**src/rtl/mic_pkg.sv**
```systemverilog
// Constants shared by the interrupt controller: register map, source table, timing.
// Assumes a core on the same clock and AXI4-Lite software access with 32-bit data.
//
// What this block does
// - Reset has top priority at vector 0; pin interrupt vector 2, pin-change vector 4.
// - Timer-clock 6, voltage detect 8, comparator 2 E, conversion 10, timer 1 12.
// - PWM A period/duty at 14/16; I2C transmit, receive, stop at 1A/1C/1E.
// - PWM B period/duty at 24/26; PWM C period/duty at 2A/2C.
// - Flags live in status indexes 14h to 16h, masks in indexes 1Bh to 1Dh.
// - Enable instruction sets the global enable, disable instruction clears it.
// - An enabled pending source redirects the next fetch to its own vector.
// - Flags set on their event regardless of mask or global enable, except pin change.
// - Return instruction ends service and sets the global enable like the enable instruction.
// - With the noise option 0, external pulses shorter than four clocks are discarded.
// - Low-frequency crystal mode bypasses the external noise filter completely.
// - External interrupt fires on a falling edge and fetches from address 003H.
// - Accumulator and registers 3 and 4 are saved on entry and restored on exit.
// - One backup only; a nested entry overwrites the saved context.
// - Every return stack entry is cleared to zero on any reset.
// - Wake enable bit 4 at 0x10, conversion flag bit 4 at 0x15, mask bit 4 at 0x1B.
// - Conversion done in sleep with mask set wakes; vectors only if globally enabled.
package mic_pkg;

  localparam int NUM_SRC = 16;
  localparam int VEC_W = 12;

  // ************************************************************
  // Register indexes; byte address is four times the index.
  // ************************************************************
  localparam logic [5:0] IDX_WAKEUP_CONTROL_2 = 6'h10;
  localparam logic [5:0] IDX_CONTROL = 6'h11;
  localparam logic [5:0] IDX_STATUS_0 = 6'h14;
  localparam logic [5:0] IDX_INTERRUPT_STATUS_1 = 6'h15;
  localparam logic [5:0] IDX_STATUS_2 = 6'h16;
  // The conversion group's masks sit at 1Bh, so the first status group's masks follow at 1Ch.
  localparam logic [5:0] IDX_MASK_0 = 6'h1C;
  localparam logic [5:0] IDX_INTERRUPT_MASK_1 = 6'h1B;
  localparam logic [5:0] IDX_MASK_2 = 6'h1D;
  localparam logic [7:0] REG_RESET = 8'h00;
  localparam int WAKE_ADC_BIT = 4;
  localparam int CTL_DETECTOR_BIT = 0;
  localparam int CTL_NOISE_BIT = 1;
  localparam int CTL_LXT_BIT = 2;
  localparam int CTL_GIE_BIT = 7;

  // ************************************************************
  // Source table: index is priority minus one.
  // ************************************************************
  localparam int SRC_EXT = 0;
  localparam int SRC_PIN_CHANGE = 1;
  localparam int SRC_LVD = 3;
  localparam int SRC_ADC = 5;
  localparam logic [VEC_W-1:0] VEC_RESET = 12'h000;
  localparam logic [VEC_W-1:0] VEC_EXT_FETCH = 12'h003;
  localparam logic [NUM_SRC*VEC_W-1:0] SRC_VECTOR = {
    12'h02C, 12'h02A, 12'h026, 12'h024, 12'h01E, 12'h01C, 12'h01A, 12'h016,
    12'h014, 12'h012, 12'h010, 12'h00E, 12'h008, 12'h006, 12'h004, 12'h002};
  // Status register, relative to status 0, holding each source flag.
  localparam logic [NUM_SRC*2-1:0] SRC_REG = {
    2'h2, 2'h2, 2'h2, 2'h2, 2'h2, 2'h2, 2'h2, 2'h1,
    2'h1, 2'h1, 2'h1, 2'h0, 2'h0, 2'h0, 2'h0, 2'h0};
  localparam logic [NUM_SRC*3-1:0] SRC_BIT = {
    3'h6, 3'h5, 3'h4, 3'h3, 3'h2, 3'h1, 3'h0, 3'h2,
    3'h1, 3'h0, 3'h4, 3'h4, 3'h3, 3'h2, 3'h1, 3'h0};

  // ************************************************************
  // Timing and protocol.
  // ************************************************************
  localparam int NOISE_REJECT_CLOCKS = 4;
  localparam logic [1:0] RESP_OKAY = 2'h0;
  localparam logic [1:0] RESP_SLVERR = 2'h2;

  typedef enum logic [1:0] {
    SVC_IDLE = 2'b00,
    SVC_REQ = 2'b01,
    SVC_BUSY = 2'b10
  } mic_svc_t;

endpackage

```
**src/rtl/mic_interrupt_controller.sv**
```systemverilog
// Interrupt controller: flags, masks, global enable, priority, vectoring, context, stack.
// Assumes core strobes and peripheral events on aclk; the external pin is asynchronous.
//
// The implementer's own choice: the AXI4-Lite register port.
module mic_interrupt_controller #(
  parameter int STACK_DEPTH = 8,
  parameter int DATA_W = 8
) (
  input wire logic aclk,
  input wire logic aresetn,
  input wire logic [7:0] s_axi_awaddr,
  input wire logic s_axi_awvalid,
  output logic s_axi_awready,
  input wire logic [31:0] s_axi_wdata,
  input wire logic [3:0] s_axi_wstrb,
  input wire logic s_axi_wvalid,
  output logic s_axi_wready,
  output logic [1:0] s_axi_bresp,
  output logic s_axi_bvalid,
  input wire logic s_axi_bready,
  input wire logic [7:0] s_axi_araddr,
  input wire logic s_axi_arvalid,
  output logic s_axi_arready,
  output logic [31:0] s_axi_rdata,
  output logic [1:0] s_axi_rresp,
  output logic s_axi_rvalid,
  input wire logic s_axi_rready,
  input wire logic ext_int_pin,
  input wire logic [mic_pkg::NUM_SRC-1:1] src_event,
  input wire logic enable_interrupts_instr,
  input wire logic disable_interrupts_instr,
  input wire logic return_from_interrupt_instr,
  input wire logic sleep_mode,
  input wire logic irq_accept,
  input wire logic [DATA_W-1:0] acc_in,
  input wire logic [DATA_W-1:0] r3_in,
  input wire logic [DATA_W-1:0] r4_in,
  input wire logic stack_push,
  input wire logic stack_pop,
  input wire logic [mic_pkg::VEC_W-1:0] push_addr,
  output logic irq_request,
  output logic [mic_pkg::VEC_W-1:0] irq_vector,
  output logic in_service,
  output logic [DATA_W-1:0] acc_saved,
  output logic [DATA_W-1:0] r3_saved,
  output logic [DATA_W-1:0] r4_saved,
  output logic restore_strobe,
  output logic wake_core,
  output logic [mic_pkg::VEC_W-1:0] stack_top
);
  import mic_pkg::*;

  logic [NUM_SRC-1:0] flag;
  logic [NUM_SRC-1:0] mask;
  logic [NUM_SRC-1:0] event_in;
  logic [NUM_SRC-1:0] enabled_pending;
  logic gie;
  logic conversion_wakeup_enable;
  logic voltage_detector_enable;
  logic noise_reject_option;
  logic low_freq_crystal_mode;
  logic [7:0] status_reg [3];
  logic [7:0] mask_reg [3];
  logic pin_meta;
  logic pin_sync;
  logic pin_filt;
  logic pin_prev;
  logic [2:0] stable_cnt;
  logic pin_clean;
  mic_svc_t svc;
  mic_svc_t next_svc;
  logic any_pending;
  logic [VEC_W-1:0] next_vector;
  logic [VEC_W-1:0] stk [STACK_DEPTH];
  logic [7:0] wr_addr;
  logic aw_held;
  logic [31:0] wr_data;
  logic [3:0] wr_strb;
  logic w_held;
  logic wr_fire;
  logic [5:0] wr_idx;
  logic [5:0] rd_idx;
  logic [7:0] rd_byte;
  logic rd_hit;
  logic wr_hit;

  // ************************************************************
  // External pin: synchroniser, noise filter, falling edge.
  // ************************************************************
  always_ff @(posedge aclk) begin
    if (!aresetn) begin
      pin_meta <= 1'b1;
      pin_sync <= 1'b1;
    end else begin
      pin_meta <= ext_int_pin;
      pin_sync <= pin_meta;
    end
  end

  // A level must hold four clocks before the filter passes it on.
  always_ff @(posedge aclk) begin
    if (!aresetn) begin
      stable_cnt <= 3'h0;
      pin_filt <= 1'b1;
    end else if (pin_sync == pin_filt) begin
      stable_cnt <= 3'h0;
    end else if (stable_cnt == 3'(NOISE_REJECT_CLOCKS - 1)) begin
      stable_cnt <= 3'h0;
      pin_filt <= pin_sync;
    end else begin
      stable_cnt <= stable_cnt + 3'h1;
    end
  end

  // The filter only runs with option 0 and outside low-frequency crystal mode.
  assign pin_clean = (noise_reject_option || low_freq_crystal_mode) ? pin_sync : pin_filt;

  always_ff @(posedge aclk) begin
    if (!aresetn) begin
      pin_prev <= 1'b1;
    end else begin
      pin_prev <= pin_clean;
    end
  end

  // ************************************************************
  // Flags, masks and the AXI write path.
  // ************************************************************
  assign event_in[SRC_EXT] = pin_prev && !pin_clean;
  assign event_in[NUM_SRC-1:1] = src_event;
  assign wr_fire = aw_held && w_held && !s_axi_bvalid;
  assign wr_idx = wr_addr[7:2];
  assign wr_hit = (wr_idx == IDX_WAKEUP_CONTROL_2) || (wr_idx == IDX_CONTROL) ||
    (wr_idx >= IDX_STATUS_0 && wr_idx <= IDX_STATUS_2) ||
    (wr_idx >= IDX_INTERRUPT_MASK_1 && wr_idx <= IDX_MASK_2);

  generate
    for (genvar i = 0; i < NUM_SRC; i++) begin : g_src
      localparam logic [1:0] RI = SRC_REG[i*2 +: 2];
      localparam int BI = int'(SRC_BIT[i*3 +: 3]);
      localparam logic [5:0] MI = (RI == 2'h0) ? IDX_MASK_0 :
        (RI == 2'h1) ? IDX_INTERRUPT_MASK_1 : IDX_MASK_2;
      logic wr_flag;
      logic wr_mask;
      assign wr_flag = wr_fire && wr_strb[0] && (wr_idx == IDX_STATUS_0 + 6'(RI));
      assign wr_mask = wr_fire && wr_strb[0] && (wr_idx == MI);
      // An event in the same cycle as a software clear wins.
      always_ff @(posedge aclk) begin
        if (!aresetn) begin
          flag[i] <= 1'b0;
        end else if (event_in[i] && (i != SRC_PIN_CHANGE || mask[i])) begin
          flag[i] <= 1'b1;
        end else if (wr_flag) begin
          flag[i] <= wr_data[BI];
        end
      end
      always_ff @(posedge aclk) begin
        if (!aresetn) begin
          mask[i] <= 1'b0;
        end else if (wr_mask) begin
          mask[i] <= wr_data[BI];
        end
      end
      if (i == SRC_LVD) begin : g_lvd
        assign enabled_pending[i] = flag[i] && mask[i] && voltage_detector_enable;
      end else begin : g_plain
        assign enabled_pending[i] = flag[i] && mask[i];
      end
    end
  endgenerate

  always_ff @(posedge aclk) begin
    if (!aresetn) begin
      conversion_wakeup_enable <= 1'b0;
      voltage_detector_enable <= 1'b0;
      noise_reject_option <= 1'b0;
      low_freq_crystal_mode <= 1'b0;
    end else if (wr_fire && wr_strb[0]) begin
      if (wr_idx == IDX_WAKEUP_CONTROL_2) begin
        conversion_wakeup_enable <= wr_data[WAKE_ADC_BIT];
      end
      if (wr_idx == IDX_CONTROL) begin
        voltage_detector_enable <= wr_data[CTL_DETECTOR_BIT];
        noise_reject_option <= wr_data[CTL_NOISE_BIT];
        low_freq_crystal_mode <= wr_data[CTL_LXT_BIT];
      end
    end
  end

  // Address and data are held independently so either may arrive first.
  always_ff @(posedge aclk) begin
    if (!aresetn) begin
      aw_held <= 1'b0;
      w_held <= 1'b0;
      wr_addr <= 8'h00;
      wr_data <= 32'h0000_0000;
      wr_strb <= 4'h0;
      s_axi_awready <= 1'b0;
      s_axi_wready <= 1'b0;
      s_axi_bvalid <= 1'b0;
      s_axi_bresp <= RESP_OKAY;
    end else begin
      s_axi_awready <= !aw_held && !s_axi_awready && s_axi_awvalid;
      s_axi_wready <= !w_held && !s_axi_wready && s_axi_wvalid;
      if (s_axi_awvalid && s_axi_awready) begin
        aw_held <= 1'b1;
        wr_addr <= s_axi_awaddr;
      end
      if (s_axi_wvalid && s_axi_wready) begin
        w_held <= 1'b1;
        wr_data <= s_axi_wdata;
        wr_strb <= s_axi_wstrb;
      end
      if (wr_fire) begin
        s_axi_bvalid <= 1'b1;
        s_axi_bresp <= wr_hit ? RESP_OKAY : RESP_SLVERR;
      end else if (s_axi_bvalid && s_axi_bready) begin
        s_axi_bvalid <= 1'b0;
        aw_held <= 1'b0;
        w_held <= 1'b0;
      end
    end
  end

  // ************************************************************
  // AXI read path.
  // ************************************************************
  always_comb begin
    for (int r = 0; r < 3; r++) begin
      status_reg[r] = REG_RESET;
      mask_reg[r] = REG_RESET;
    end
    for (int i = 0; i < NUM_SRC; i++) begin
      status_reg[SRC_REG[i*2 +: 2]][SRC_BIT[i*3 +: 3]] = flag[i];
      mask_reg[SRC_REG[i*2 +: 2]][SRC_BIT[i*3 +: 3]] = mask[i];
    end
  end

  assign rd_idx = s_axi_araddr[7:2];

  always_comb begin
    rd_byte = REG_RESET;
    rd_hit = 1'b1;
    case (rd_idx)
      IDX_WAKEUP_CONTROL_2: rd_byte[WAKE_ADC_BIT] = conversion_wakeup_enable;
      IDX_CONTROL: begin
        rd_byte[CTL_DETECTOR_BIT] = voltage_detector_enable;
        rd_byte[CTL_NOISE_BIT] = noise_reject_option;
        rd_byte[CTL_LXT_BIT] = low_freq_crystal_mode;
        rd_byte[CTL_GIE_BIT] = gie;
      end
      IDX_STATUS_0: rd_byte = status_reg[0];
      IDX_INTERRUPT_STATUS_1: rd_byte = status_reg[1];
      IDX_STATUS_2: rd_byte = status_reg[2];
      IDX_MASK_0: rd_byte = mask_reg[0];
      IDX_INTERRUPT_MASK_1: rd_byte = mask_reg[1];
      IDX_MASK_2: rd_byte = mask_reg[2];
      default: rd_hit = 1'b0;
    endcase
  end

  always_ff @(posedge aclk) begin
    if (!aresetn) begin
      s_axi_arready <= 1'b0;
      s_axi_rvalid <= 1'b0;
      s_axi_rdata <= 32'h0000_0000;
      s_axi_rresp <= RESP_OKAY;
    end else begin
      s_axi_arready <= !s_axi_arready && !s_axi_rvalid && s_axi_arvalid;
      if (s_axi_arvalid && s_axi_arready) begin
        s_axi_rvalid <= 1'b1;
        s_axi_rdata <= {24'h00_0000, rd_byte};
        s_axi_rresp <= rd_hit ? RESP_OKAY : RESP_SLVERR;
      end else if (s_axi_rvalid && s_axi_rready) begin
        s_axi_rvalid <= 1'b0;
      end
    end
  end

  // ************************************************************
  // Global enable, priority and vectoring.
  // ************************************************************
  // Entry clears the enable so the handler is not re-entered before its flag is cleared.
  always_ff @(posedge aclk) begin
    if (!aresetn) begin
      gie <= 1'b0;
    end else if (enable_interrupts_instr || return_from_interrupt_instr) begin
      gie <= 1'b1;
    end else if (disable_interrupts_instr || (svc == SVC_REQ && irq_accept)) begin
      gie <= 1'b0;
    end
  end

  // Scanning downward leaves the lowest index, which is the highest priority.
  always_comb begin
    any_pending = 1'b0;
    next_vector = VEC_RESET;
    for (int i = NUM_SRC - 1; i >= 0; i--) begin
      if (enabled_pending[i]) begin
        any_pending = 1'b1;
        next_vector = (i == SRC_EXT) ? VEC_EXT_FETCH : SRC_VECTOR[i*VEC_W +: VEC_W];
      end
    end
  end

  always_comb begin
    next_svc = svc;
    case (svc)
      SVC_IDLE, SVC_BUSY: begin
        if (gie && any_pending) begin
          next_svc = SVC_REQ;
        end else if (svc == SVC_BUSY && return_from_interrupt_instr) begin
          next_svc = SVC_IDLE;
        end
      end
      SVC_REQ: begin
        if (irq_accept) begin
          next_svc = SVC_BUSY;
        end else if (!gie || !any_pending) begin
          next_svc = in_service ? SVC_BUSY : SVC_IDLE;
        end
      end
      default: next_svc = SVC_IDLE;
    endcase
  end

  always_ff @(posedge aclk) begin
    if (!aresetn) begin
      svc <= SVC_IDLE;
      irq_request <= 1'b0;
      irq_vector <= VEC_RESET;
      in_service <= 1'b0;
    end else begin
      svc <= next_svc;
      irq_request <= (next_svc == SVC_REQ);
      if (next_svc == SVC_REQ) begin
        irq_vector <= next_vector;
      end
      if (svc == SVC_REQ && irq_accept) begin
        in_service <= 1'b1;
      end else if (return_from_interrupt_instr) begin
        in_service <= 1'b0;
      end
    end
  end

  // ************************************************************
  // Context backup, wake-up and return stack.
  // ************************************************************
  // Only one backup exists, so a nested entry loses the outer context.
  always_ff @(posedge aclk) begin
    if (!aresetn) begin
      acc_saved <= '0;
      r3_saved <= '0;
      r4_saved <= '0;
      restore_strobe <= 1'b0;
    end else begin
      if (svc == SVC_REQ && irq_accept) begin
        acc_saved <= acc_in;
        r3_saved <= r3_in;
        r4_saved <= r4_in;
      end
      restore_strobe <= return_from_interrupt_instr && in_service;
    end
  end

  // Wake only; whether the vector follows is left to the global enable.
  always_ff @(posedge aclk) begin
    if (!aresetn) begin
      wake_core <= 1'b0;
    end else begin
      wake_core <= sleep_mode && flag[SRC_ADC] && mask[SRC_ADC] && conversion_wakeup_enable;
    end
  end

  generate
    for (genvar e = 0; e < STACK_DEPTH; e++) begin : g_stack
      always_ff @(posedge aclk) begin
        if (!aresetn) begin
          stk[e] <= '0;
        end else if (stack_push) begin
          stk[e] <= (e == 0) ? push_addr : stk[(e == 0) ? 0 : e - 1];
        end else if (stack_pop) begin
          stk[e] <= (e == STACK_DEPTH - 1) ? '0 : stk[(e == STACK_DEPTH - 1) ? e : e + 1];
        end
      end
    end
  endgenerate

  assign stack_top = stk[0];

endmodule

```
**config.mk**
```make
export PLATFORM = sky130hd
export DESIGN_NAME = mic_interrupt_controller
export DESIGN_NICKNAME = d
export VERILOG_FILES = /design/src/rtl/mic_pkg.sv /design/src/rtl/mic_interrupt_controller.sv
export SDC_FILE = /design/constraint.sdc
export NUM_CORES = 1
export LEC_CHECK = 0
export ABC_CLOCK_PERIOD_IN_PS = 3660
export BUFFER_PORTS_ARGS = -buffer_cell sky130_fd_sc_hd__buf_2
export CAP_MARGIN = 15
export CORE_ASPECT_RATIO = 1.25
export CORE_MARGIN = 4
export CORE_UTILIZATION = 58
export DETAILED_ROUTE_END_ITERATION = 16
export GPL_ROUTABILITY_DRIVEN = 0
export GPL_TIMING_DRIVEN = 0
export HOLD_SLACK_MARGIN = 0.06
export PLACE_DENSITY = 0.84
export SLEW_MARGIN = 20
export SYNTH_ARGS = -nofsm -noshare
export SYNTH_HDL_FRONTEND = slang
export SYNTH_SLANG_ARGS = --single-unit
```
**constraint.sdc**
```tcl
create_clock -name aclk -period 3.66 [get_ports aclk]
set_input_delay 0.366 -clock aclk [delete_from_list [all_inputs] [get_ports aclk]]
set_output_delay 0.366 -clock aclk [all_outputs]
set_load 0.005 [all_outputs]
```
== After elaboration in Yosys (flattened, before gate mapping) ==
Memories as Yosys holds them, arrays and structs flattened.
Index checks and enable logic that the tools add are counted.
Operators by class
  $add $sub $neg: 1
  eq/ne operators: 21
  bitwise gates (word level): 18
  muxes and demuxes: 117
  $lt $le $gt $ge: 4
  reduce and logical (&&, ||, !) cells: 92
Operators with widths (count)
  $mux W12: 31
  $eq A6 B5 Y1 const B: 16
  $mux W1: 73
  $logic_and A1 B1 Y1: 48
  $reduce_bool A2 Y1: 20
  $pmux W3 S7: 1
  $or A1 B1 Y1: 16
  $mux W2: 7
  $ge A6 B5 Y1 const B: 2
  $le A6 B5 Y1 const B: 2
  $logic_not A1 Y1: 10
  $pmux W2 S2: 2
  $reduce_or A8 Y1: 1
  $logic_or A1 B1 Y1: 7
  $pmux W1 S7: 1
  $mux W6: 1
  $reduce_and A2 Y1: 3
  $eq A2 B1 Y1 const B: 2
  $pmux W1 S4: 1
  $add A3 B1 Y3 const B: 1
  $eq A3 B2 Y1 const B: 1
  $reduce_or A3 Y1: 1
  $eq A2 B2 Y1 const B: 1
  $logic_not A2 Y1: 1
  other kinds (3): 4
Word-level totals
  output and inout port bits: 93
  RAM bits: 96
  memories: 1
  flip-flop bits (word level): 121
  input bits: 118
  logic and storage cells: 318
Memory list
  stk: words 8, bits a word 12, rd ports 8, clocked after memory_dff 0, wr ports 8, RTL line mic_interrupt_controller.sv:74  | logic [VEC_W-1:0] stk [STACK_DEPTH];

== Depth between registers and ports, before layout ==
Gate-level depths: netlist (run 1).
  word-level depth: 23
  mapped depth: 6
  mapped depth without buffers: 5

== Worst setup path after synthesis (run 1) ==
Ideal clock, no wire load.
  kind: input to register
  from: input port aresetn
  to: memory stk[0][0], enable pin
  path slack: 1.312 ns
  arrival: 1.936 ns
  required time: 3.248 ns
  setup time: 0.412 ns
  stages on the path: 3
  cells stage by stage: buf_2 > clkbuf_1 > or3b_2
RTL lines
  start, declared: RTL line mic_interrupt_controller.sv:10  | input wire logic aresetn,
  end, declared: RTL line mic_interrupt_controller.sv:74

== Worst setup path after layout (run 1) ==
  from: register flag[2]
  to: register irq_vector[1] (netlist bit)
On the way
  longest elaborated chain between the ends: 10
Ends and longest elaborated chain
  start, declared: RTL line mic_interrupt_controller.sv:53  | logic [NUM_SRC-1:0] flag;
  start signal, assigned by index: RTL line mic_interrupt_controller.sv:154  | flag[i] <= wr_data[BI];
  $logic_and A1 B1 Y1 *: RTL line mic_interrupt_controller.sv:167  | assign enabled_pending[i] = flag[i] && mask[i];
  $mux W1 (3 in a row): RTL line mic_interrupt_controller.sv:299  | if (enabled_pending[i]) begin
  $logic_not A1 Y1: RTL line mic_interrupt_controller.sv:319  | end else if (!gie || !any_pending) begin
  $logic_or A1 B1 Y1: RTL line mic_interrupt_controller.sv:319
  $mux W2: RTL line mic_interrupt_controller.sv:319
  $mux W2: RTL line mic_interrupt_controller.sv:317  | if (irq_accept) begin
  $pmux W2 S2: RTL line mic_interrupt_controller.sv:308  | case (svc)
  $eq A2 B1 Y1: RTL line mic_interrupt_controller.sv:336  | if (next_svc == SVC_REQ) begin
  end signal, assigned: RTL line mic_interrupt_controller.sv:337  | irq_vector <= next_vector;
  end, declared: RTL line mic_interrupt_controller.sv:42  | output logic [mic_pkg::VEC_W-1:0] irq_vector,
Every way passes the cells marked *; elsewhere a longest branch is shown, timed or not.
A chain may end at the register's enable or synchronous reset.

==> summary.txt, run 1 <==
Worst setup path
  – Crit path kind: reg2reg
  – FF-to-FF setup slack: 1.79 ns
  – CP Launch Type: flop
  – Depth of the most critical reg-to-reg path: 5
  – Peak fanout along the critical path: 9
  – Worst r2r src: flag[2]
  – Worst Path Arrival: 2.22 ns
  – Crit path required time: 4.01 ns
  – Slowest stage delay, CP: 0.56 ns
  – Reg2reg end: irq_vector[1]
  – Worst path bufs/invs: 0
  – Crit-path cells: a222oi_1, and3_1, a31oi_2, o21ai_0, a31oi_1
  – Critical-path top delay cell: a222oi_1
  – Crit path max-delay family: compound AO/OA/AOI/OAI gates
  – CP endpoint kind: flop

Min path
  – Worst hold start: ext_int_pin
  – Hold endpoint: pin_meta
  – HP Class: in2reg
  – WHS Path Cells: 2

Floorplanning
  – Initial Util: 0.599
  – Ports: 211
  – # rows: 50
  – Die Wd: 120 microns
  – Die Height: 148 microns
  – Die area: 17,700 sq um
  – Core ar.: 15,100 sq um

Routing
  – Antenna-violating nets left: 0
  – Routed via count: 6,879
  – Number of remaining DRC errors: 0
  – Via-per-instance ratio: 5.61
  – DR WL/cell: 17.6 microns
  – DRT Wirelength: 21,600 microns
  – Drt first pass iters: 5
  – DRT iter0 DRCs: 529

Clocking
  – CTS tree: built
  – CTS root buf: clkbuf_16
  – H-Tree Depth: 1
  – Post-CTS Hold Fix Bufs: 0
  – TritonCTS Buffers: 21
  – Post-CTS Resized: 0
  – Clock Pin Slew Worst Setup and Hold Paths: 0.06 ns
  – Worst skew pair latency: 0.49 ns
  – Max clock buf depth: 3
  – Num Clock Sinks: 207
  – Post-CTS setup repair buffer count: 0

Global routing
  – Initial antenna violation count: 0
  – Gr usage total: 0.239
  – Remaining Overflow, GRT: 0
  – First-pass GRT wire length: 34,100 microns
  – Largest net degree at the start of global routing: 46
  – Vias in the first global route: 6,642

Finish
  – Final #Nets: 1,124
  – Fillers: 1,149
  – Final instance area: 10,900 sq um
  – Reg area: 5100 sq um
  – Number of antenna diodes: 0
  – Area grow syn2layout: 20.7%
  – Layout cells sized above 1: 0.250
  – Non-Filler Instances: 1,226
  – Multi-input logic area: 3520 sq um
  – Max FFs per register: 96

Yosys
  – Yosys Warn Count: 0
  – Ys async rst share: 0
  – Cells after Synth: 805
  – Top_reg_cell synth: dfxtp_1
  – Library cells used by synthesis: 61
  – Post-synth EDFFs: 96
  – Yosys reg bits: 207
  – Post-Syn Area: 9060 sq um
  – Mean area per synthesized cell: 11.3 sq um
  – Register area share after synthesis: 0.563

Timing
  – Final worst-path cycle share: 0.511
  – Worst Max-Slew Pin Slew: 0.689 ns
  – Setup TNS: 0 ns
  – Slew HR: 0.541
  – Final Hold Fails: 0
  – Worst clock skew: 0.00608 ns
  – Peak Freq: 535 MHz
  – Fin crit period: 1.87 ns
  – Final setup violation count: 0
  – Fin. max-slew vios: 0
  – RSZ-0062 raised after global routing: false
  – Hold_ws: 0.0798 ns

Placed design
  – Post-Place Cells: 1,189
  – Buffers on Ports: 144
  – DP Area: 10,200 sq um
  – DP HPWL: 16,200 microns

Power
  – Power, Total: 5230 uW
  – Leakage Power: 0.00458 uW
  – Pwr/cell area: 479 nW/um^2
  – Maximum VDD drop: 0.428 mV

Run
  – Total of max-cap violations: 0

Run status
  – Status: finished clean
-- report_power, final --
group / internal, uW / switching (uW)
clock: 1450 / 871
combinational: 160 / 164
sequential: 2520 / 68.5
-- cells by family (layout without fill, tap and decap cells) --
kind of cell,count (synthesis),count (layout),synth area share
xor+xnor,1,1,0.000967
fa+ha+maj,2,2,0.00276
simple gates,252,252,0.147
mux,31,31,0.0355
other cells,1,32,0.000414
flops,207,207,0.563
buf+inv,99,281,0.0609
compound gates,212,212,0.189
-- synth_stat cells, types with 2 or more instances --
cell | instances | area, sq um
nand3b_1 | 3 | 22.5
o311a_1 | 8 | 80.1
a22oi_1 | 16 | 120
nor3_2 | 2 | 20.0
o211a_1 | 4 | 40.0
nand2_1 | 108 | 405
ha_1 | 2 | 25.0
mux2i_1 | 22 | 220
nand2b_1 | 7 | 43.8
buf_2 | 6 | 30.0
o2111ai_1 | 3 | 26.3
dfxtp_1 | 111 | 2220
nor2_1 | 20 | 75.1
buf_1 | 10 | 37.5
mux2_2 | 9 | 101
and2_1 | 8 | 50.1
edfxtp_1 | 96 | 2880
nor3_1 | 4 | 20.0
o21a_1 | 7 | 52.6
nand4b_1 | 3 | 26.3
a21oi_1 | 7 | 35.0
nor4bb_1 | 3 | 30.0
o21ai_0 | 12 | 60.1
nand3_1 | 31 | 155
nor3b_1 | 2 | 15.0
and3_1 | 16 | 100
or3b_2 | 3 | 26.3
a222oi_1 | 2 | 20.0
a32oi_1 | 4 | 35.0
clkbuf_1 | 34 | 128
and3b_1 | 2 | 17.5
a31oi_1 | 2 | 12.5
a22o_1 | 87 | 762
a21boi_0 | 50 | 375
and4_1 | 2 | 17.5
nor3b_2 | 2 | 25.0
inv_1 | 4 | 15.0
buf_4 | 44 | 330
o211ai_1 | 2 | 15.0
nor2b_1 | 26 | 163
-- worst register-to-register path, cell delays in order (launching register included) --
cell      delay, ns
dfxtp_1        0.38
a222oi_1       0.56
and3_1         0.28
a31oi_2        0.21
o21ai_0        0.24
a31oi_1        0.05
-- per-stage QoR --
stage | util | setup WS (ns)
floorplan | - | 1.31
global placement | 0.671 | 0.637
detailed placement | 0.673 | 1.32
CTS | 0.722 | 1.80
global route | 0.722 | 1.67
finish | 0.722 | 1.79
-- layout make-up --
cell class / instances / share of cell area
Timing Repair Buffer: 145 / 0.0677
Inverter: 4 / 0.00137
Clock inverter: 12 / 0.0176
Tap cell: 208 / 0.0238
Buffer: 95 / 0.0491
Clock buffer: 25 / 0.0513
Multi-Input combinational cell: 530 / 0.322
Sequential cell: 207 / 0.467
-- cells in the final DEF (no fill, tap or decap), types with 8 or more instances in the layout --
cell	netlist	routed
dfxtp_1	111	111
conb_1	1	32
and3_1	16	16
mux2i_1	22	22
nand2_1	108	108
nand3_1	31	31
nor2_1	20	20
o311a_1	8	8
o21ai_0	12	12
clkbuf_1	34	36
a22oi_1	16	16
a22o_1	87	87
buf_2	6	150
clkbuf_16	0	21
and2_1	8	8
buf_1	10	10
a21boi_0	50	50
mux2_2	9	9
nor2b_1	26	26
buf_4	44	44
edfxtp_1	96	96
-- worst max path at each step --
stage,startpoint,end,slack (ns),depth (start not counted)
2_1_floorplan,aresetn,stk[0][0],1.31,3
3_3_place_gp,aresetn,stk[0][21],0.64,3
3_5_place_dp,aresetn,stk[0][21],1.32,4
4_1_cts,aresetn,stk[0][45],1.80,4
5_1_grt,flag[2],irq_vector[1],1.67,5
6_report,flag[2],irq_vector[1],1.79,5
-- routing by layer --
| layer | GRT usage | vias to the layer above | share of wire |
|---|---|---|---|
| met5 | 0 | - | 0 |
| met4 | 0.0808 | 0 | 0.030 |
| met3 | 0.0482 | 54 | 0.069 |
| met2 | 0.452 | 259 | 0.53 |
| met1 | 0.266 | 3254 | 0.37 |
| li1 | - | 3312 | - |
(Power assumes the default switching activity.)
==> run 2, diff against run 1 <==
ABC_AREA = 1   (was not set)
ABC_CLOCK_PERIOD_IN_PS = 1600   (was 3660)
CORE_UTILIZATION = 49   (was 58)
PLACE_DENSITY = 0.76   (was 0.84)
clock period = 1.6 ns   (was 3.66 ns; I/O delays follow)
==> summary.txt, run 2 <==
Yosys
  – Post-synth EDFFs: 96 (unchanged)
  – Top post-synthesis cells by area: edfxtp_1 32%, dfxtp_1 24%, nand2_1 6.9%
  – Top post-synthesis cells by count: 166 x nand2_1, 158 x inv_1, 111 x dfxtp_1
  – Register area share after synthesis: 0.562 (-0.000854)
  – Yosys Warn Count: 0 (unchanged)
  – Library cells used by synthesis: 45 (-26%)
  – Cells after Synth: 1,015 (+26%)
  – Top-area cell type share of the netlist area: 0.318 (-0.000482)
  – Top-count cell post-synth: nand2_1
  – Synth Area in Adders: 0.00276 (-0.00000419)
  – Yosys reg bits: 207 (unchanged)
  – Synth Area in XOR/XNOR: 0 (-0.000966)
  – Post-Syn Area: 9080 sq um (+0.15%)
  – Ys async rst share: 0 (unchanged)
  – Largest family of logic cells by synthesized area: compound AO/OA/AOI/OAI gates
  – Top_reg_cell synth: dfxtp_1
  – Post-synthesis compound-gate area fraction: 0.157 (-0.0324)
  – Simple-gate share of the synthesized area: 0.151 (+0.00350)
  – Mux contribution to synthesized area: 0 (-0.0355)
  – Post-synth top area cell: edfxtp_1
  – Mean area per synthesized cell: 8.94 sq um (-21%)

Finish
  – Layout cells sized above 1: 0.229 (-0.0202)
  – Reg area: 5110 sq um (about the same)
  – Final #Nets: 1,413 (+26%)
  – Commonest non-fill, non-tap cell in the layout: nand2_1
  – Multi-input logic area: 2990 sq um (-15%)
  – Fillers: 1,435 (+25%)
  – Core Util, Final: 0.649 (-0.0738)
  – Most frequent cells in the layout: 162 x nand2_1, 158 x inv_1, 149 x buf_2
  – Number of antenna diodes: 0 (unchanged)
  – Max FFs per register: 96 (unchanged)
  – Area grow syn2layout: 29.8%

Routing
  – Via-per-instance ratio: 5.10 (-9.2%)
  – Antenna-violating nets left: 0 (unchanged)
  – Drt first pass iters: 5 (unchanged)
  – DRT Wirelength: 24,600 microns (+14%)
  – DRT iter0 DRCs: 492 (-7.0%)
  – Top sig layer: met4
  – Met1 WL: 9160 microns (+15%)
  – DR WL/cell: 16.0 microns (-9.3%)
  – Routed via count: 7,827 (+14%)
  – Met3 wire len: 1730 microns (+16%)
  – Met2 routed WL: 12,900 microns (+13%)
  – Number of remaining DRC errors: 0 (unchanged)

Floorplanning
  – Die area: 20,800 sq um (+17%)
  – Initial Util: 0.500 (-0.0990)
  – # rows: 55 (+10%)
  – Core ar.: 18,200 sq um (+20%)
  – Ports: 211 (unchanged)
  – Die Wd: 130 microns (+8.3%)
  – Die Height: 160 microns (+8.4%)

Placed design
  – DP HPWL: 16,600 microns (+2.2%)
  – DP Worst Slack: -0.951 ns (-2.27 ns)
  – Buffers on Ports: 146 (+1.4%)

Worst setup path
  – CP Launch Type: flop
  – Depth of the most critical reg-to-reg path: 10 (+5)
  – Crit path required time: 2.02 ns (-1.99 ns)
  – Crit path kind: reg2reg
  – CP endpoint kind: flop
  – Worst Path Arrival: 2.01 ns (-0.21 ns)
  – Peak fanout along the critical path: 6 (-3)

Clocking
  – CTS root buf: clkbuf_16
  – Clock Pin Slew Worst Setup and Hold Paths: 0.07 ns (about the same)
  – H-Tree Depth: 1 (unchanged)
  – Worst skew pair latency: 0.50 ns (about the same)
  – TritonCTS Buffers: 21 (unchanged)
  – Num Clock Sinks: 207 (unchanged)
  – Max clock buf depth: 3 (unchanged)
  – CTS tree: built

Timing
  – PnR worst setup slack: 0.00885 ns (-1.78 ns)
  – Peak Freq: 628 MHz (+17%)
  – Final Hold Fails: 0 (unchanged)
  – Fin crit period: 1.59 ns (-0.278 ns)
  – Slew HR: 0.546 (+0.00533)
  – Final setup violation count: 0 (unchanged)
  – Fin. max-slew vios: 0 (unchanged)
  – Worst clock skew: 0.0151 ns (+0.00904 ns)
  – Final worst-path cycle share: 0.994 (+0.484)
  – Worst Max-Slew Pin Slew: 0.681 ns (-0.00800 ns)

Power
  – Maximum VDD drop: 0.973 mV (+130%)
  – Sw frac: 0.228 (+0.0173)
  – Internal power: 9220 uW (+120%)
  – Logic pwr share: 0.086 (+0.024)
  – Flop pwr share: 0.497 (+0.002)
  – Pwr/cell area: 1010 nW/um^2 (+110%)
  – Clock power frac: 0.417 (-0.026)
  – Leakage Power: 0.00521 uW (+14%)
  – NetSw: 2730 uW (+150%)

Min path
  – HP Class: in2reg
  – WHS Path Cells: 5 (+3)

Global routing
  – Largest net degree at the start of global routing: 43 (-6.5%)
  – Vias in the first global route: 7,845 (+18%)
  – Remaining Overflow, GRT: 0 (unchanged)
  – Initial antenna violation count: 0 (unchanged)
  – Gr usage total: 0.230 (-0.00890)
  – First-pass GRT wire length: 38,600 microns (+13%)

Run
  – Total of max-cap violations: 0 (unchanged)

Run status
  – Status: finished clean
-- run 2: worst paths after layout --
kind                    from        endpoint  slack [ns]
max                  mask[5]   irq_vector[4]       0.009
min          s_axi_araddr[2]  s_axi_rdata[5]        0.17
max reg2reg          mask[5]   irq_vector[4]       0.009
min reg2reg         pin_meta        pin_sync        0.42
-- run 2: per-layer routing --
metal | global-route usage | vias to the layer above
li1 | - | 3853
met4 | 0.0747 | 0
met1 | 0.256 | 3615
met5 | 0 | -
met2 | 0.427 | 301
met3 | 0.0495 | 58
-- run 2: timing repair --
item / CTS / global route
endpoints found under the setup margin: 85 / 26
hold endpoints to repair: 79 / 0
gates resized for setup: 2 / 14
hold buffers: 76 / 0
cloned: 1 / 0
pin swaps: 0 / 1
buffers inserted: 0 / 1
-- run 2: power groups by stage --
stage                     combinational [uW]  clock (uW)  sequential [uW]
after detailed placement                 847           0             6050
after floorplan                          548           0             6010
after global routing                    1140        5270             5960
after CTS                               1000        5040             5940
final                                   1030        4980             5940
after global placement                   825           0             6040
-- run 2: cell type report --
class                      count  area share
buffer                        83      0.0441
tap                          228      0.0242
inverter                     174      0.0559
clock buffer                  24      0.0492
clock inverter                14      0.0109
sequential                   207       0.433
timing repair buffer         223       0.128
multi-input combinational    583       0.254
-- run 2: critical path, cell delays in order (launching register included) --
cell and delay, ns:
dfxtp_1 0.36, nand2_2 0.12, nand2_1 0.10, nor2_2 0.17
nand2_2 0.09, nor2_2 0.15, nand2_2 0.10, nand3_4 0.11
buf_12 0.12, nand2_1 0.05, a21oi_1 0.14
-- run 2: cell families (layout without fill, tap and decap cells) --
logic type | after synthesis | count (layout)
compound gates | 254 | 254
fa+ha+maj | 2 | 2
buf+inv | 257 | 518
flops | 207 | 207
other cells | 1 | 32
simple gates | 294 | 295
-- run 2: stage by stage --
step	total power, uW	TNS (ns)	area, sq um	cells	hold slack [ns]
after floorplan	6560	-13.44	9230	1046	0.267
after global placement	6860	-82.93	10200	1420	0.347
after detailed placement	6900	-83.88	10200	1420	0.354
after CTS	12000	0	11700	1535	0.123
after global routing	12400	-0.424	11800	1536	0.194
final	11900	0	11800	1536	0.175
==> run 3, diff against run 2 <==
--- a/config.mk
+++ b/config.mk
@@ -14,2 +14,3 @@
 export CORE_UTILIZATION = 49
+export CTS_CLUSTER_DIAMETER = 150
 export DETAILED_ROUTE_END_ITERATION = 16
==> constraint.sdc (replaced) <==
create_clock -name aclk -period 1.6 [get_ports aclk]
set_input_delay 0.4 -clock aclk [delete_from_list [all_inputs] [get_ports aclk]]
set_output_delay 0.4 -clock aclk [all_outputs]
set_load 0.005 [all_outputs]
==> summary.txt, run 3 (same netlist as run 2, synthesis figures left out) <==
Worst setup path
  – Crit path kind: in2reg
  – CP endpoint kind: flop
  – Crit path required time: 1.73 ns (-0.29 ns)
  – Peak fanout along the critical path: 42 (+36)
  – Worst Path Arrival: 1.71 ns (-0.30 ns)
  – CP Launch Type: input pin

Run status
  – Status: finished clean

Global routing
  – First-pass GRT wire length: 35,000 microns (-9.3%)
  – Initial antenna violation count: 0 (unchanged)
  – Gr usage total: 0.208 (-0.0217)
  – Largest net degree at the start of global routing: 43 (unchanged)
  – Vias in the first global route: 7,151 (-8.8%)
  – Remaining Overflow, GRT: 0 (unchanged)

Routing
  – Met3 wire len: 1730 microns (+0.35%)
  – DRT iter0 DRCs: 509 (+3.5%)
  – Antenna-violating nets left: 0 (unchanged)
  – Met1 WL: 8460 microns (-7.6%)
  – Met2 routed WL: 11,500 microns (-12%)
  – Via-per-instance ratio: 5.04 (-1.2%)
  – DR WL/cell: 15.2 microns (-4.7%)
  – Routed via count: 7,357 (-6.0%)
  – DRT Wirelength: 22,300 microns (-9.4%)
  – Drt first pass iters: 5 (unchanged)
  – Number of remaining DRC errors: 0 (unchanged)
  – Top sig layer: met4

Placed design
  – Post-Place Cells: 1,420 (unchanged)
  – Buffers on Ports: 146 (unchanged)
  – DP HPWL: 16,600 microns (unchanged)

Finish
  – Most frequent cells in the layout: 162 x nand2_1, 158 x inv_1, 148 x buf_2
  – Final #Nets: 1,338 (-5.3%)
  – Number of antenna diodes: 0 (unchanged)
  – Area grow syn2layout: 21.5%
  – Max FFs per register: 96 (unchanged)
  – Non-Filler Instances: 1,461 (-4.9%)
  – Layout cells sized above 1: 0.243 (+0.0140)
  – Commonest non-fill, non-tap cell in the layout: nand2_1

Timing
  – Fin. max-slew vios: 0 (unchanged)
  – Final Hold Fails: 0 (unchanged)
  – Worst clock skew: 0.0132 ns (-0.00196 ns)
  – RSZ-0062 raised after global routing: true
  – Final setup violation count: 0 (unchanged)
  – Setup TNS: 0 ns (unchanged)
  – Peak Freq: 636 MHz (+1.1%)
  – Slew HR: 0.562 (+0.0157)
  – Fin crit period: 1.57 ns (-0.0178 ns)
  – Worst Max-Slew Pin Slew: 0.657 ns (-0.0236 ns)
  – Final worst-path cycle share: 0.983 (-0.0111)

Floorplanning
  – Die area: 20,800 sq um (unchanged)
  – Ports: 211 (unchanged)
  – # rows: 55 (unchanged)
  – Core ar.: 18,200 sq um (unchanged)
  – Initial Util: 0.500 (unchanged)
  – Die Height: 160 microns (unchanged)
  – Die Wd: 130 microns (unchanged)

Clocking
  – H-Tree Depth: 1 (unchanged)
  – Clock Pin Slew Worst Setup and Hold Paths: 0.06 ns (about the same)
  – Post-CTS Hold Fix Bufs: 0 (-100%)
  – Worst skew pair latency: 0.50 ns (about the same)
  – TritonCTS Buffers: 21 (unchanged)
  – CTS tree: built
  – Num Clock Sinks: 207 (unchanged)
  – CTS root buf: clkbuf_16
  – Max clock buf depth: 3 (unchanged)

Min path
  – HP Class: in2reg

Run
  – Total of max-cap violations: 0 (unchanged)

Power
  – Leakage Power: 0.00490 uW (-6.0%)
  – Pwr/cell area: 1070 nW/um^2 (+5.5%)
  – Maximum VDD drop: 1.02 mV (+4.7%)
-- run 3: cell count changes in the layout (fill, tap and decap cells not counted) --
cell / change
dlygate4sd3_1: -76
a21oi_2: -1
clkbuf_4: -1
buf_4: +3
a21oi_1: +1
buf_2: -1
-- run 3: worst paths after layout --
kind | from | endpoint | slack (ns) | depth (start not counted)
worst max-delay path | stack_push | stk[0][11] | 0.03 | 6
worst min-delay path | ext_int_pin | pin_meta | 0.09 | 2
worst max register to register | mask[5] | irq_vector[4] | 0.03 | 10
worst min register to register | pin_meta | pin_sync | 0.42 | 1
-- run 3: stage by stage --
| step | setup WS, ns | hold WS [ns] | utilization | total power [uW] | cell area [sq um] |
|---|---|---|---|---|---|
| 6_report | 0.0266 | 0.0855 | 0.607 | 11800 | 11000 |
| 2_1_floorplan | -0.400 | 0.393 | - | 6560 | 9230 |
| 3_5_place_dp | -1.19 | 0.398 | 0.564 | 6900 | 10200 |
| 4_1_cts | 0.0258 | 0.0753 | 0.604 | 11800 | 11000 |
| 3_3_place_gp | -1.18 | 0.396 | 0.564 | 6860 | 10200 |
| 5_1_grt | -0.0961 | 0.0762 | 0.607 | 12200 | 11000 |
-- run 3: critical path, stage by stage --
cell	delay (ns)
buf_2	0.10
inv_1	0.20
nand3_2	0.14
clkbuf_8	0.19
clkbuf_8	0.18
nand3_4	0.48
-- run 3: final cells by class --
class | instances | area, sq um
Tap cell | 228 | 285
Clock inverter | 14 | 129
Sequential cell | 207 | 5110
Multi-Input combinational cell | 583 | 2990
Clock buffer | 24 | 579
Inverter | 174 | 658
Timing Repair Buffer | 149 | 766
Fill cell | 1595 | 7140
Buffer | 82 | 514
-- run 3: where the power goes --
| part | internal, uW | switching, uW |
|---|---|---|
| logic | 340 | 525 |
| registers | 5820 | 117 |
| clock network | 2940 | 2060 |
-- run 3: per-layer routing --
layer | up-vias | GRT usage
met5 | - | 0
met4 | 0 | 0.0647
met3 | 49 | 0.0495
met2 | 256 | 0.383
met1 | 3355 | 0.234
li1 | 3697 | -
-- run 3: timing repair --
| action | in CTS | in global routing |
|---|---|---|
| setup buffers | 0 | 3 |
| pin swaps | 2 | 3 |
| gates cloned | 1 | 0 |
| resized for setup | 4 | 12 |
| endpoints found under the setup margin | 97 | 96 |
